<file path="src/supervisor_pkg.sv">
// Shared constants, register map and state codes for the supervisor block
package supervisor_pkg;

  // ----------------------------------------
  // Timing
  // ----------------------------------------
  localparam int CLK_PERIOD_NS = 10;
  localparam int TICK_PERIOD_NS = 1000000;
  localparam int TICK_CYCLES = (TICK_PERIOD_NS + CLK_PERIOD_NS - 1) / CLK_PERIOD_NS;
  localparam int TICK_MS = 1;
  localparam int RST_PULSE_SHORT_MS = 50;
  localparam int RST_PULSE_LONG_MS = 200;
  localparam int WD_SHORT_MS = 100;
  localparam int WD_LONG_MS = 1600;
  localparam int RST_PULSE_SHORT_TICKS = RST_PULSE_SHORT_MS / TICK_MS;
  localparam int RST_PULSE_LONG_TICKS = RST_PULSE_LONG_MS / TICK_MS;
  localparam int WD_SHORT_TICKS = WD_SHORT_MS / TICK_MS;
  localparam int WD_LONG_TICKS = WD_LONG_MS / TICK_MS;
  localparam int EXT_RST_TICKS = 64;
  localparam int EXT_WD_TICKS = 1024;
  localparam int CNT_W = 16;

  // ----------------------------------------
  // Register map
  // ----------------------------------------
  localparam int ADDR_W = 8;
  localparam logic [ADDR_W-1:0] CTRL_OFFSET = 8'h00;
  localparam logic [ADDR_W-1:0] STATUS_OFFSET = 8'h04;
  localparam logic [31:0] CTRL_RESET = 32'h00000000;
  localparam int CTRL_LONG_PULSE_BIT = 0;
  localparam int STAT_RESET_BIT = 0;
  localparam int STAT_FAULT_BIT = 1;
  localparam int STAT_SUPPLY_LOW_BIT = 2;
  localparam int STAT_BACKUP_BIT = 3;
  localparam int STAT_LONG_TIMEOUT_BIT = 4;
  localparam int STAT_WD_ENABLED_BIT = 5;
  localparam int STAT_POWER_FAIL_BIT = 6;
  localparam int STAT_EXT_MODE_BIT = 7;
  localparam logic [1:0] RESP_OKAY = 2'h0;
  localparam logic [1:0] RESP_SLVERR = 2'h2;

  // ----------------------------------------
  // Reset sequencer states
  // ----------------------------------------
  typedef enum logic [2:0] {
    ST_SUPPLY_LOW = 3'b001,
    ST_STRETCH = 3'b010,
    ST_RUN = 3'b100
  } sup_state_e;

endpackage

</file>
<file path="src/input_sync.sv">
// Two-stage synchroniser for asynchronous inputs
module input_sync #(
  parameter int WIDTH = 1
) (
  input wire logic ref_clk_i,
  input wire logic rst_i,
  input wire logic clk_en_i,
  input wire logic [WIDTH-1:0] async_i,
  output logic [WIDTH-1:0] sync_o
);

  logic [WIDTH-1:0] stage1_q;
  logic [WIDTH-1:0] stage1_d;
  logic [WIDTH-1:0] stage2_q;
  logic [WIDTH-1:0] stage2_d;

  always_comb begin
    stage1_d = async_i;
    stage2_d = stage1_q;
  end

  always_ff @(posedge ref_clk_i or posedge rst_i) begin
    if (rst_i) begin
      stage1_q <= '0;
      stage2_q <= '0;
    end else if (clk_en_i) begin
      stage1_q <= stage1_d;
      stage2_q <= stage2_d;
    end
  end

  assign sync_o = stage2_q;

endmodule

</file>
<file path="src/timebase_gen.sv">
// Internal millisecond tick divider and external timebase edge ticks
module timebase_gen #(
  parameter int TICK_CYCLES = supervisor_pkg::TICK_CYCLES
) (
  input wire logic ref_clk_i,
  input wire logic rst_i,
  input wire logic clk_en_i,
  input wire logic ext_level_i,
  output logic int_tick_o,
  output logic ext_tick_o
);

  localparam int DIV_W = $clog2(TICK_CYCLES + 1);
  localparam logic [DIV_W-1:0] DIV_LAST = DIV_W'(TICK_CYCLES - 1);

  logic [DIV_W-1:0] div_q;
  logic [DIV_W-1:0] div_d;
  logic int_tick_q;
  logic int_tick_d;
  logic ext_prev_q;
  logic ext_prev_d;
  logic ext_tick_q;
  logic ext_tick_d;

  always_comb begin
    int_tick_d = (div_q == DIV_LAST);
    div_d = int_tick_d ? '0 : div_q + DIV_W'(1);
    ext_prev_d = ext_level_i;
    ext_tick_d = ext_level_i && !ext_prev_q;
  end

  always_ff @(posedge ref_clk_i or posedge rst_i) begin
    if (rst_i) begin
      div_q <= '0;
      int_tick_q <= 1'b0;
      ext_prev_q <= 1'b0;
      ext_tick_q <= 1'b0;
    end else if (clk_en_i) begin
      div_q <= div_d;
      int_tick_q <= int_tick_d;
      ext_prev_q <= ext_prev_d;
      ext_tick_q <= ext_tick_d;
    end
  end

  assign int_tick_o = int_tick_q;
  assign ext_tick_o = ext_tick_q;

endmodule

</file>
<file path="src/supervisor_reset_watchdog.sv">
// Supervisor: reset stretcher, watchdog, supply flags and AXI4-Lite registers
// Overview of operation
// - Reset low while supply low, then stretched
// - Watchdog expiry gives one reset pulse
// - Kick input decoded high, low or floating
// - Any kick edge restarts the timeout
// - Floating kick disables the watchdog entirely
// - Power-fail flag low when sense below limit
// - Backup operation forces power-fail flag low
// - Chip-enable passes only while supply good
// - Backup indicator follows rail switch state
// - Supply-low flag follows threshold without delay
// - Active-high reset is inverse of reset
// - Select high picks internal timebase
// - External mode times reset pulse and short timeout from pin; long timeout stays internal
// - Internal mode: pin picks short/long timeout
// - Long timeout follows every reset
// - Fault output low on watchdog expiry
// - Next kick edge releases fault output
// - Fault held high while watchdog disabled
// - Fault forced high when supply low
// - Watchdog restarts at end of reset
// - First kick edge after release ends long timeout
//
// Decided for this implementation: the AXI4-Lite interface to the registers and the register addresses.
module supervisor_reset_watchdog #(
  parameter int TICK_CYCLES = supervisor_pkg::TICK_CYCLES,
  parameter int EXT_RST_TICKS = supervisor_pkg::EXT_RST_TICKS,
  parameter int EXT_WD_TICKS = supervisor_pkg::EXT_WD_TICKS
) (
  input wire logic ref_clk_i,
  input wire logic rst_i,
  input wire logic clk_en_i,
  input wire logic supply_ok_i,
  input wire logic on_backup_i,
  input wire logic power_fail_sense_i,
  input wire logic kick_high_i,
  input wire logic kick_low_i,
  input wire logic timebase_source_select_i,
  input wire logic external_timebase_in_i,
  input wire logic ce_in_n_i,
  output logic reset_n_o,
  output logic reset_o,
  output logic watchdog_fault_n_o,
  output logic supply_low_n_o,
  output logic power_fail_flag_n_o,
  output logic on_backup_supply_o,
  output logic ce_out_n_o,
  input wire logic [7:0] awaddr_i,
  input wire logic awvalid_i,
  output logic awready_o,
  input wire logic [31:0] wdata_i,
  input wire logic [3:0] wstrb_i,
  input wire logic wvalid_i,
  output logic wready_o,
  output logic [1:0] bresp_o,
  output logic bvalid_o,
  input wire logic bready_i,
  input wire logic [7:0] araddr_i,
  input wire logic arvalid_i,
  output logic arready_o,
  output logic [31:0] rdata_o,
  output logic [1:0] rresp_o,
  output logic rvalid_o,
  input wire logic rready_i
);

  localparam int CW = supervisor_pkg::CNT_W;

  // ----------------------------------------
  // Input synchronisers and timebase
  // ----------------------------------------
  logic [7:0] raw_in;
  logic [7:0] sync_in;
  logic supply_ok_s;
  logic on_backup_s;
  logic pf_below_s;
  logic kick_high_s;
  logic kick_low_s;
  logic select_s;
  logic ext_level_s;
  logic ce_in_n_s;
  logic int_tick;
  logic ext_tick;

  assign raw_in = {ce_in_n_i, external_timebase_in_i, timebase_source_select_i, kick_low_i,
                   kick_high_i, power_fail_sense_i, on_backup_i, supply_ok_i};

  input_sync #(.WIDTH(8)) u_sync (
    .ref_clk_i(ref_clk_i),
    .rst_i(rst_i),
    .clk_en_i(clk_en_i),
    .async_i(raw_in),
    .sync_o(sync_in)
  );

  assign supply_ok_s = sync_in[0];
  assign on_backup_s = sync_in[1];
  assign pf_below_s = sync_in[2];
  assign kick_high_s = sync_in[3];
  assign kick_low_s = sync_in[4];
  assign select_s = sync_in[5];
  assign ext_level_s = sync_in[6];
  assign ce_in_n_s = sync_in[7];

  timebase_gen #(.TICK_CYCLES(TICK_CYCLES)) u_timebase (
    .ref_clk_i(ref_clk_i),
    .rst_i(rst_i),
    .clk_en_i(clk_en_i),
    .ext_level_i(ext_level_s),
    .int_tick_o(int_tick),
    .ext_tick_o(ext_tick)
  );

  // ----------------------------------------
  // Supervisor state
  // ----------------------------------------
  supervisor_pkg::sup_state_e state_q;
  supervisor_pkg::sup_state_e state_d;
  logic [CW-1:0] rst_cnt_q;
  logic [CW-1:0] rst_cnt_d;
  logic [CW-1:0] wd_cnt_q;
  logic [CW-1:0] wd_cnt_d;
  logic long_q;
  logic long_d;
  logic last_kick_q;
  logic last_kick_d;
  logic kick_seen_q;
  logic kick_seen_d;
  logic fault_n_q;
  logic fault_n_d;
  logic reset_n_q;
  logic reset_n_d;
  logic reset_q;
  logic supply_low_n_q;
  logic supply_low_n_d;
  logic pf_n_q;
  logic pf_n_d;
  logic backup_q;
  logic ce_out_n_q;
  logic ce_out_n_d;
  logic [31:0] ctrl_q;
  logic [31:0] ctrl_d;

  logic ext_mode;
  logic kick_valid;
  logic kick_edge;
  logic rst_tick;
  logic wd_tick;
  logic [CW-1:0] pulse_last;
  logic [CW-1:0] wd_last;

  assign ext_mode = !select_s;
  assign kick_valid = kick_high_s ^ kick_low_s;
  assign kick_edge = kick_valid && kick_seen_q && (kick_high_s != last_kick_q);
  assign rst_tick = ext_mode ? ext_tick : int_tick;
  assign wd_tick = (long_q || !ext_mode) ? int_tick : ext_tick;

  always_comb begin
    if (ext_mode) begin
      pulse_last = CW'(EXT_RST_TICKS - 1);
    end else if (ctrl_q[supervisor_pkg::CTRL_LONG_PULSE_BIT]) begin
      pulse_last = CW'(supervisor_pkg::RST_PULSE_LONG_TICKS - 1);
    end else begin
      pulse_last = CW'(supervisor_pkg::RST_PULSE_SHORT_TICKS - 1);
    end
    if (long_q) begin
      wd_last = CW'(supervisor_pkg::WD_LONG_TICKS - 1);
    end else if (ext_mode) begin
      wd_last = CW'(EXT_WD_TICKS - 1);
    end else if (ext_level_s) begin
      wd_last = CW'(supervisor_pkg::WD_LONG_TICKS - 1);
    end else begin
      wd_last = CW'(supervisor_pkg::WD_SHORT_TICKS - 1);
    end
  end

  always_comb begin
    state_d = state_q;
    rst_cnt_d = rst_cnt_q;
    wd_cnt_d = wd_cnt_q;
    long_d = long_q;
    fault_n_d = fault_n_q;
    last_kick_d = kick_valid ? kick_high_s : last_kick_q;
    kick_seen_d = kick_valid;
    if (kick_edge) begin
      fault_n_d = 1'b1;
    end
    case (state_q)
      supervisor_pkg::ST_SUPPLY_LOW: begin
        rst_cnt_d = '0;
        if (supply_ok_s) begin
          state_d = supervisor_pkg::ST_STRETCH;
        end
      end
      supervisor_pkg::ST_STRETCH: begin
        if (rst_tick) begin
          if (rst_cnt_q >= pulse_last) begin
            state_d = supervisor_pkg::ST_RUN;
            wd_cnt_d = '0;
            long_d = 1'b1;
          end else begin
            rst_cnt_d = rst_cnt_q + CW'(1);
          end
        end
      end
      supervisor_pkg::ST_RUN: begin
        if (!kick_valid) begin
          wd_cnt_d = '0;
        end else if (kick_edge) begin
          wd_cnt_d = '0;
          long_d = 1'b0;
        end else if (wd_tick) begin
          if (wd_cnt_q >= wd_last) begin
            state_d = supervisor_pkg::ST_STRETCH;
            rst_cnt_d = '0;
            wd_cnt_d = '0;
            fault_n_d = 1'b0;
          end else begin
            wd_cnt_d = wd_cnt_q + CW'(1);
          end
        end
      end
      default: begin
        state_d = supervisor_pkg::ST_SUPPLY_LOW;
      end
    endcase
    if (!kick_valid) begin
      fault_n_d = 1'b1;
    end
    if (!supply_ok_s) begin
      state_d = supervisor_pkg::ST_SUPPLY_LOW;
      rst_cnt_d = '0;
      fault_n_d = 1'b1;
    end
    reset_n_d = (state_d == supervisor_pkg::ST_RUN);
    supply_low_n_d = supply_ok_s;
    pf_n_d = !(pf_below_s || on_backup_s);
    ce_out_n_d = ce_in_n_s || !supply_ok_s;
  end

  always_ff @(posedge ref_clk_i or posedge rst_i) begin
    if (rst_i) begin
      state_q <= supervisor_pkg::ST_SUPPLY_LOW;
      rst_cnt_q <= '0;
      wd_cnt_q <= '0;
      long_q <= 1'b1;
      last_kick_q <= 1'b0;
      kick_seen_q <= 1'b0;
      fault_n_q <= 1'b1;
      reset_n_q <= 1'b0;
      reset_q <= 1'b1;
      supply_low_n_q <= 1'b0;
      pf_n_q <= 1'b0;
      backup_q <= 1'b0;
      ce_out_n_q <= 1'b1;
    end else if (clk_en_i) begin
      state_q <= state_d;
      rst_cnt_q <= rst_cnt_d;
      wd_cnt_q <= wd_cnt_d;
      long_q <= long_d;
      last_kick_q <= last_kick_d;
      kick_seen_q <= kick_seen_d;
      fault_n_q <= fault_n_d;
      reset_n_q <= reset_n_d;
      reset_q <= !reset_n_d;
      supply_low_n_q <= supply_low_n_d;
      pf_n_q <= pf_n_d;
      backup_q <= on_backup_s;
      ce_out_n_q <= ce_out_n_d;
    end
  end

  assign reset_n_o = reset_n_q;
  assign reset_o = reset_q;
  assign watchdog_fault_n_o = fault_n_q;
  assign supply_low_n_o = supply_low_n_q;
  assign power_fail_flag_n_o = pf_n_q;
  assign on_backup_supply_o = backup_q;
  assign ce_out_n_o = ce_out_n_q;

  // ----------------------------------------
  // AXI4-Lite register slave
  // ----------------------------------------
  logic aw_held_q;
  logic aw_held_d;
  logic [7:0] awaddr_q;
  logic [7:0] awaddr_d;
  logic w_held_q;
  logic w_held_d;
  logic [31:0] wdata_q;
  logic [31:0] wdata_d;
  logic [3:0] wstrb_q;
  logic [3:0] wstrb_d;
  logic awready_q;
  logic awready_d;
  logic wready_q;
  logic wready_d;
  logic bvalid_q;
  logic bvalid_d;
  logic [1:0] bresp_q;
  logic [1:0] bresp_d;
  logic arready_q;
  logic arready_d;
  logic rvalid_q;
  logic rvalid_d;
  logic [31:0] rdata_q;
  logic [31:0] rdata_d;
  logic [1:0] rresp_q;
  logic [1:0] rresp_d;
  logic [31:0] status;

  always_comb begin
    status = 32'h00000000;
    status[supervisor_pkg::STAT_RESET_BIT] = !reset_n_q;
    status[supervisor_pkg::STAT_FAULT_BIT] = !fault_n_q;
    status[supervisor_pkg::STAT_SUPPLY_LOW_BIT] = !supply_low_n_q;
    status[supervisor_pkg::STAT_BACKUP_BIT] = backup_q;
    status[supervisor_pkg::STAT_LONG_TIMEOUT_BIT] = long_q;
    status[supervisor_pkg::STAT_WD_ENABLED_BIT] = kick_valid;
    status[supervisor_pkg::STAT_POWER_FAIL_BIT] = !pf_n_q;
    status[supervisor_pkg::STAT_EXT_MODE_BIT] = ext_mode;
  end

  always_comb begin
    aw_held_d = aw_held_q;
    awaddr_d = awaddr_q;
    w_held_d = w_held_q;
    wdata_d = wdata_q;
    wstrb_d = wstrb_q;
    bvalid_d = bvalid_q;
    bresp_d = bresp_q;
    rvalid_d = rvalid_q;
    rdata_d = rdata_q;
    rresp_d = rresp_q;
    ctrl_d = ctrl_q;
    if (bvalid_q && bready_i) begin
      bvalid_d = 1'b0;
    end
    if (aw_held_q && w_held_q && !bvalid_q) begin
      aw_held_d = 1'b0;
      w_held_d = 1'b0;
      bvalid_d = 1'b1;
      bresp_d = supervisor_pkg::RESP_OKAY;
      if (awaddr_q[7:2] == supervisor_pkg::CTRL_OFFSET[7:2]) begin
        if (wstrb_q[0]) begin
          ctrl_d[supervisor_pkg::CTRL_LONG_PULSE_BIT] =
            wdata_q[supervisor_pkg::CTRL_LONG_PULSE_BIT];
        end
      end else if (awaddr_q[7:2] != supervisor_pkg::STATUS_OFFSET[7:2]) begin
        bresp_d = supervisor_pkg::RESP_SLVERR;
      end
    end
    if (awvalid_i && awready_q) begin
      aw_held_d = 1'b1;
      awaddr_d = awaddr_i;
    end
    if (wvalid_i && wready_q) begin
      w_held_d = 1'b1;
      wdata_d = wdata_i;
      wstrb_d = wstrb_i;
    end
    if (rvalid_q && rready_i) begin
      rvalid_d = 1'b0;
    end
    if (arvalid_i && arready_q) begin
      rvalid_d = 1'b1;
      rresp_d = supervisor_pkg::RESP_OKAY;
      if (araddr_i[7:2] == supervisor_pkg::CTRL_OFFSET[7:2]) begin
        rdata_d = ctrl_q;
      end else if (araddr_i[7:2] == supervisor_pkg::STATUS_OFFSET[7:2]) begin
        rdata_d = status;
      end else begin
        rdata_d = 32'h00000000;
        rresp_d = supervisor_pkg::RESP_SLVERR;
      end
    end
    awready_d = !aw_held_d;
    wready_d = !w_held_d;
    arready_d = !rvalid_d;
  end

  always_ff @(posedge ref_clk_i or posedge rst_i) begin
    if (rst_i) begin
      aw_held_q <= 1'b0;
      awaddr_q <= 8'h00;
      w_held_q <= 1'b0;
      wdata_q <= 32'h00000000;
      wstrb_q <= 4'h0;
      awready_q <= 1'b1;
      wready_q <= 1'b1;
      bvalid_q <= 1'b0;
      bresp_q <= 2'h0;
      arready_q <= 1'b1;
      rvalid_q <= 1'b0;
      rdata_q <= 32'h00000000;
      rresp_q <= 2'h0;
      ctrl_q <= supervisor_pkg::CTRL_RESET;
    end else if (clk_en_i) begin
      aw_held_q <= aw_held_d;
      awaddr_q <= awaddr_d;
      w_held_q <= w_held_d;
      wdata_q <= wdata_d;
      wstrb_q <= wstrb_d;
      awready_q <= awready_d;
      wready_q <= wready_d;
      bvalid_q <= bvalid_d;
      bresp_q <= bresp_d;
      arready_q <= arready_d;
      rvalid_q <= rvalid_d;
      rdata_q <= rdata_d;
      rresp_q <= rresp_d;
      ctrl_q <= ctrl_d;
    end
  end

  assign awready_o = awready_q;
  assign wready_o = wready_q;
  assign bvalid_o = bvalid_q;
  assign bresp_o = bresp_q;
  assign arready_o = arready_q;
  assign rvalid_o = rvalid_q;
  assign rdata_o = rdata_q;
  assign rresp_o = rresp_q;

  // ----------------------------------------
  // Assertions
  // ----------------------------------------
  AST_RESET_ON_LOW_SUPPLY: assert property (@(posedge ref_clk_i) disable iff (rst_i)
    clk_en_i && !supply_ok_s |=> !reset_n_o)
    else $error("reset not held while supply low");

  AST_RESET_INVERSE: assert property (@(posedge ref_clk_i) disable iff (rst_i)
    reset_o == !reset_n_o)
    else $error("active-high reset not inverse of reset");

  AST_SUPPLY_FLAG: assert property (@(posedge ref_clk_i) disable iff (rst_i)
    clk_en_i |=> supply_low_n_o == $past(supply_ok_s))
    else $error("supply-low flag lags the threshold");

  AST_CE_BLOCKED: assert property (@(posedge ref_clk_i) disable iff (rst_i)
    clk_en_i && (!supply_ok_s || ce_in_n_s) |=> ce_out_n_o)
    else $error("chip enable passed while blocked");

  AST_CE_PASS: assert property (@(posedge ref_clk_i) disable iff (rst_i)
    clk_en_i && supply_ok_s && !ce_in_n_s |=> !ce_out_n_o)
    else $error("chip enable not passed");

  AST_PF_BACKUP: assert property (@(posedge ref_clk_i) disable iff (rst_i)
    clk_en_i && (on_backup_s || pf_below_s) |=> !power_fail_flag_n_o)
    else $error("power-fail flag high on backup or low sense");

  AST_BACKUP_FOLLOW: assert property (@(posedge ref_clk_i) disable iff (rst_i)
    clk_en_i |=> on_backup_supply_o == $past(on_backup_s))
    else $error("backup indicator wrong");

  AST_FAULT_DISABLED: assert property (@(posedge ref_clk_i) disable iff (rst_i)
    clk_en_i && (!kick_valid || !supply_ok_s) |=> watchdog_fault_n_o)
    else $error("fault low while disabled or supply low");

  AST_EXPIRY_PULSE: assert property (@(posedge ref_clk_i) disable iff (rst_i)
    $fell(watchdog_fault_n_o) |-> !reset_n_o && state_q == supervisor_pkg::ST_STRETCH)
    else $error("fault without reset pulse");

  AST_LONG_AFTER_RESET: assert property (@(posedge ref_clk_i) disable iff (rst_i)
    $rose(reset_n_o) |-> long_q && wd_cnt_q == '0)
    else $error("watchdog not restarted long after reset");

endmodule

</file>
<file path="config.mk">
export PLATFORM = sky130hd
export DESIGN_NAME = supervisor_reset_watchdog
export DESIGN_NICKNAME = d
export VERILOG_FILES = /design/src/supervisor_pkg.sv /design/src/input_sync.sv /design/src/timebase_gen.sv /design/src/supervisor_reset_watchdog.sv
export SDC_FILE = /design/constraint.sdc
export NUM_CORES = 1
export LEC_CHECK = 0
export BUFFER_PORTS_ARGS = -buffer_cell sky130_fd_sc_hd__buf_4
export CELL_PAD_IN_SITES_DETAIL_PLACEMENT = 0
export CELL_PAD_IN_SITES_GLOBAL_PLACEMENT = 1
export CORE_ASPECT_RATIO = 0.6
export CORE_MARGIN = 2
export CORE_UTILIZATION = 47
export CTS_BUF_LIST = sky130_fd_sc_hd__clkbuf_8
export DETAILED_ROUTE_END_ITERATION = 6
export PLACE_DENSITY_LB_ADDON = 0.1
export SLEW_MARGIN = 20
export SYNTH_ARGS = -nofsm -noshare
export SYNTH_HDL_FRONTEND = slang
export SYNTH_SLANG_ARGS = --single-unit
</file>
<file path="constraint.sdc">
create_clock -name ref_clk_i -period 4.9 [get_ports ref_clk_i]
set_input_delay 0.49 -clock ref_clk_i [delete_from_list [all_inputs] [get_ports ref_clk_i]]
set_output_delay 0.49 -clock ref_clk_i [all_outputs]
set_load 0.1 [all_outputs]
</file>
### Word level (Yosys, flattened, before mapping)

Index checks and enable logic that the tools add are counted.

* bits in registers: 135
* input bits: 68
* output and inout port bits: 48
* word-level logic and storage cells: 156

* add/sub/neg operators: 3
* $lt $le $gt $ge: 2
* eq/ne operators: 20
* muxes and demuxes: 57
* bitwise gates (word level): 1
* reduce and logical (&&, ||, !) cells: 40

Operators with widths (number)
* 16-bit two-way mux: 14
* 16-bit case mux with 3 select lines: 1
* 11-bit two-way mux: 3
* 16-bit by 1-bit adder with 16-bit output (second input constant): 2
* 16-bit greater-or-equal comparator: 2
* 16-bit case mux with 2 select lines: 1
* 8-bit two-way mux: 3
* 1-bit two-way mux: 21
* 3-bit two-way mux: 7
* 3-bit inequality test (second input constant): 6
* 17-bit by 1-bit adder with 17-bit output (second input constant): 1
* 17-bit == test (second input constant): 1
* 17-bit two-way mux: 1
* 1-bit zero test: 13
* 6-bit zero test: 2
* 2-bit AND reduction: 6
* 1-bit logical AND: 10
* 3-bit case mux with 3 select lines: 1
* 2-bit two-way mux: 4
* 2-bit inequality test (second input constant): 4
* 4-bit inequality test (second input constant): 2
* 8-bit AND reduction: 1
* 3-bit == test (second input constant): 2
* 6-bit by 1-bit == test with 1-bit output (second input constant): 1
* 11 further kinds: 14

### Longest topological paths before layout

* word-level depth: 12
* mapped depth: 12
* mapped depth without buffers: 9

### Hierarchy

From an unflattened synthesis, not the netlist that was laid out.

* cells, all modules: 524
* area total of the unflattened synthesis: 5579.1 sq um

Modules (own cells, without submodules)
* supervisor_reset_watchdog: times used 1, cells each 397, area each 3935.0 sq um, sequential area each 1786.7 sq um
* timebase_gen: times used 1, cells each 92, area each 991.0 sq um, sequential area each 500.5 sq um
* input_sync: times used 1, cells each 35, area each 653.1 sq um, sequential area each 400.4 sq um

### Worst setup path before layout

No wires, ideal clock.

* path type: flip-flop to flip-flop
* start point: reg u_sync.stage2_q[5], in the netlist u_sync.sync_o[5]
* end point: reg rst_cnt_q[0]
* library setup time: 0.125 ns
* data arrival time: 2.448 ns
* required time: 4.775 ns
* setup slack: 2.327 ns
* cell stages (with the launch flop): 12
* buffers on the path: 2
* period minus slack after synthesis: 2.573 ns
* cells stage by stage: dfrtp_1 buf_4 nand2_1 inv_1 ha_1 a2111oi_0 o21ai_0 a41o_1 o2111ai_1 o311ai_4 buf_2 mux2_2

* word-level cells in the longest chain between the ends: 5
* elaborated cells between the ends (all ways): 13
* classes of those cells: order compare (2); eq/ne (4); mux (5); reduce/logical (2)

Ends and longest elaborated chain
* start: declaration: line input_sync.sv:14 `logic [WIDTH-1:0] stage2_q;`
* start signal: assignment: line input_sync.sv:28 `stage2_q <= stage2_d;`
* 11-bit two-way mux: line supervisor_reset_watchdog.sv:169 `end else if (ext_mode) begin`
* 11-bit two-way mux: line supervisor_reset_watchdog.sv:167 `if (long_q) begin`
* 16-bit greater-or-equal comparator: line supervisor_reset_watchdog.sv:214 `if (wd_cnt_q >= wd_last) begin`
* 3-bit inequality test (no source line)
* 8-bit AND reduction (no source line) (*)
* end signal: assignment: line supervisor_reset_watchdog.sv:259 `rst_cnt_q <= rst_cnt_d;`
* end: declaration: line supervisor_reset_watchdog.sv:120 `logic [CW-1:0] rst_cnt_q;`

Mark *: on every way between the ends. The rest lies on a longest branch, timed or not.
A chain may end at the register's enable or synchronous reset.

### Final worst setup path

* start point: reg u_sync.stage2_q[5], in the netlist u_sync.sync_o[5]
* end point: reg rst_cnt_q[5]

Same word-level chain as after synthesis.

==> run_results.csv <==
group,metric,value,unit
clock_tree,worst_skew_pair.late_latency,370,ps
die,core_area,0.0113,mm^2
place,globalplace.congestion,0.825,
power,p_sw_share,37.7,%
synth,yosysSeqAreaShare,49.7,%
timing,slew_headroom,30.1,%
synth,synth-seq-cells,107,
critical_path,critPathLaunchType,"register",
flow_run,drv_cap,0,
timing,rsz0062_at_grt,"no",
detailed_routing,ant_nets,0,
synth,synth_flop_cell,"dfrtp_1",
clock_tree,post_cts_buffers,0,
timing,fin_crit_sh,60.3,%
synth,netlist_instances,511,
critical_path,endpoint_kind,"register",
timing,hold_violations,0,
synth,synth_edf_count,0,
hold_path,min_path_type,"input port to async pin",
detailed_routing,dr.pass1.iters,4,
clock_tree,htreeDepth,3,
synth,ys.warnings.count,0,
cells_and_area,fin_nets,640,
power,p_per_area,397,mW/mm^2
synth,yosysMostFrequentCell,"dfrtp_1",
timing,finalSetupViolations,0,
die,dieArea,0.0124,mm^2
synth,synth_cell_types,74,
critical_path,cp_max_fo,16,
clock_tree,hold_buffers,0,
timing,setup_tns,0,ps
place,dpl_cell_area,0.00579,mm^2
cells_and_area,drive_above_1_share,21.5,%
power,p_sw,0.000897,W
critical_path,crit-reg2reg-launch,"u_sync.sync_o[5]$_DFFE_PP0P_",
detailed_routing,drt-total-wl,11.3,mm
power,p_seq_share,48.3,%
timing,worstMarginPinSlew,1050,ps
global_routing,antenna_found_initial,0,
place,hpwl,7.98,mm
clock_tree,post_cts_resized,0,
die,start_util,48.0,%
power,total_power,0.00238,W
power,vdd_ir_drop_max,317,uV
global_routing,met3_usage,5.28,%
detailed_routing,first_iter_violations,277,
cells_and_area,final_cell_area,0.00600,mm^2
power,p_int,0.00148,W
place,numPortBuffers,51,
critical_path,reg2regPathDepth,9,
timing,fmax,0.338,GHz
global_routing,use_met1,30.5,%
timing,drv_slew,0,
critical_path,worstPathRequired,5160,ps
critical_path,r2r_slack,1940,ps
global_routing,grt_max_degree,85,
global_routing,grt_usage,19.1,%
power,comb_power_share,27.9,%
clock_tree,clkSlewWorstSetupHoldPaths,100,ps
die,die-height,87.1,um
critical_path,crit_type,"register to register",
timing,layout_min_cycle_time,2960,ps
cells_and_area,antenna_cells,0,
critical_path,timing.rr.end,"rst_cnt_q[5]$_DFFE_PP0P_",
synth,synth_area_leader_cell,"dfrtp_1",
timing,fin_skew,16.1,ps
power,clkPwrFrac,23.8,%
global_routing,grt_pass1_vias,3528,
cells_and_area,area_delta_synth_final,11.1,%
clock_tree,cts_made_buffers,9,
critical_path,crit_arrival,3210,ps
detailed_routing,vias_per_cell,5.46,
die,io_pins,116,
clock_tree,clk_path_buf_depth,2,
outcome,status,"finished, final reports clean",
clock_tree,cts_root_buf,"clkbuf_8",
timing,setup_ws,1940,ps
power,power_leakage,2.81,nW
global_routing,met2_usage,25.7,%
cells_and_area,finish.utilization,53.3,%
global_routing,grt.overflow.total,0,
synth,synth_area,0.00540,mm^2
place,pre_cts_slack,1740,ps
die,rows,30,
clock_tree,cts_sinks,107,
synth,synth_top_area_share,45.9,%
synth,synth_area_leaders,"dfrtp_1, mux2_2, dfstp_2",
die,dieWidth,142,um
synth,synthTopCellsByCount,"dfrtp_1, nand2_1, nor2_1",
clock_tree,cts_tree,"done",
detailed_routing,drt-wirelength-per-cell,15.9,um
global_routing,grt_pass1_wl,18.4,mm
detailed_routing,drc_errors,0,
global_routing,grt-busiest-layer,"met1",
detailed_routing,vias,3857,
synth,avgSynthCellArea,10.6,um^2
synth,async_reset_ff_share,100,%
## logic make-up after synthesis
kind of cell	count (synthesis)	share of synthesized area (%)
other	1	0.0694
buffers and inverters	61	6.51
AOI/OAI and AO/OA	92	12.7
DFF	107	49.7
muxes	30	6.21
adders and majority gates	16	3.68
and+or+nand+nor	186	18.2
xor gates and xnor gates	18	2.92
## power by group through the flow
stage          sequential (W)  combinational, W  clock, W
2_1_floorplan         0.00133          0.000371         0
3_3_place_gp          0.00116          0.000656         0
3_5_place_dp          0.00116          0.000667         0
4_1_cts               0.00115          0.000669  0.000584
5_1_grt               0.00117          0.000712  0.000629
6_report              0.00115          0.000663  0.000566
## worst max path at each step
stage	startpoint	endpoint
6_report	u_sync.sync_o[5]$_DFFE_PP0P_	rst_cnt_q[5]$_DFFE_PP0P_
5_1_grt	u_sync.sync_o[5]$_DFFE_PP0P_	rst_cnt_q[5]$_DFFE_PP0P_
4_1_cts	u_sync.sync_o[5]$_DFFE_PP0P_	rst_cnt_q[5]$_DFFE_PP0P_
3_5_place_dp	clk_en_i	rst_cnt_q[5]$_DFFE_PP0P_
3_3_place_gp	clk_en_i	rst_cnt_q[5]$_DFFE_PP0P_
2_1_floorplan	rst_i	aw_held_q$_DFFE_PP0P_
## placed cells by master, fill, tap and decap left out, types with 3 or more instances in the layout
cell type and n:
o21ai_0 24, xnor2_1 12, nor2b_1 3, buf_4 53, o22ai_1 4, and2_1 9
nand2_1 54, and3_1 4, a21oi_1 10, nor4_1 10, clkbuf_8 10, xor2_1 6
dfstp_2 8, inv_6 4, nand4_1 7, nor2_1 32, nand3_1 19, a22o_1 3
inv_1 18, a211o_1 7, conb_1 26, and4_1 3, nand2b_1 7, or3_1 3
o31ai_1 10, dfrtp_1 99, mux2_2 28, or4_1 3, a21o_1 5, ha_1 15
nor3_1 13, nor3b_1 3
## area by class of cell
type	instances	area [um^2]
clock buffers	10	138
well taps	144	180
multi-input cells	368	2460
fillers	1000	5260
inverters	18	72.6
clock inverters	6	68.8
repair buffers	53	398
flip-flops and latches	107	2690
## worst max-delay path, cell delays in order, from the launching register on
cell and delay, ps:
dfrtp_1 500, nand2_1 150, inv_1 70, ha_1 190, a2111oi_0 390, o21ai_0 200, a41o_1 350, o2111ai_1 320
o311ai_4 290, a211o_1 380
## registers in the layout, summed over array words and instances (netlist names), 3 cells and up
name and cells:
u_timebase.div_q 17, rst_cnt_q 16, wd_cnt_q 16, rdata_o 8, u_sync.stage1_q 8, u_sync.sync_o 8, awaddr_q 6, state_q 3
## per-stage QoR
| step | instances | hold slack [ps] |
|---|---|---|
| floorplan | 536 | 418 |
| global placement | 690 | 431 |
| detailed placement | 690 | 445 |
| CTS | 706 | 320 |
| global route | 706 | 298 |
| finish | 706 | 248 |
## routing by layer
metal,part of all wire [%],vias to the layer above
met5,0,-
met1,54,1875
met4,0.29,0
met2,40,105
met3,5.6,4
li1,-,1873
No activity file was read; power rests on OpenSTA's default activity.
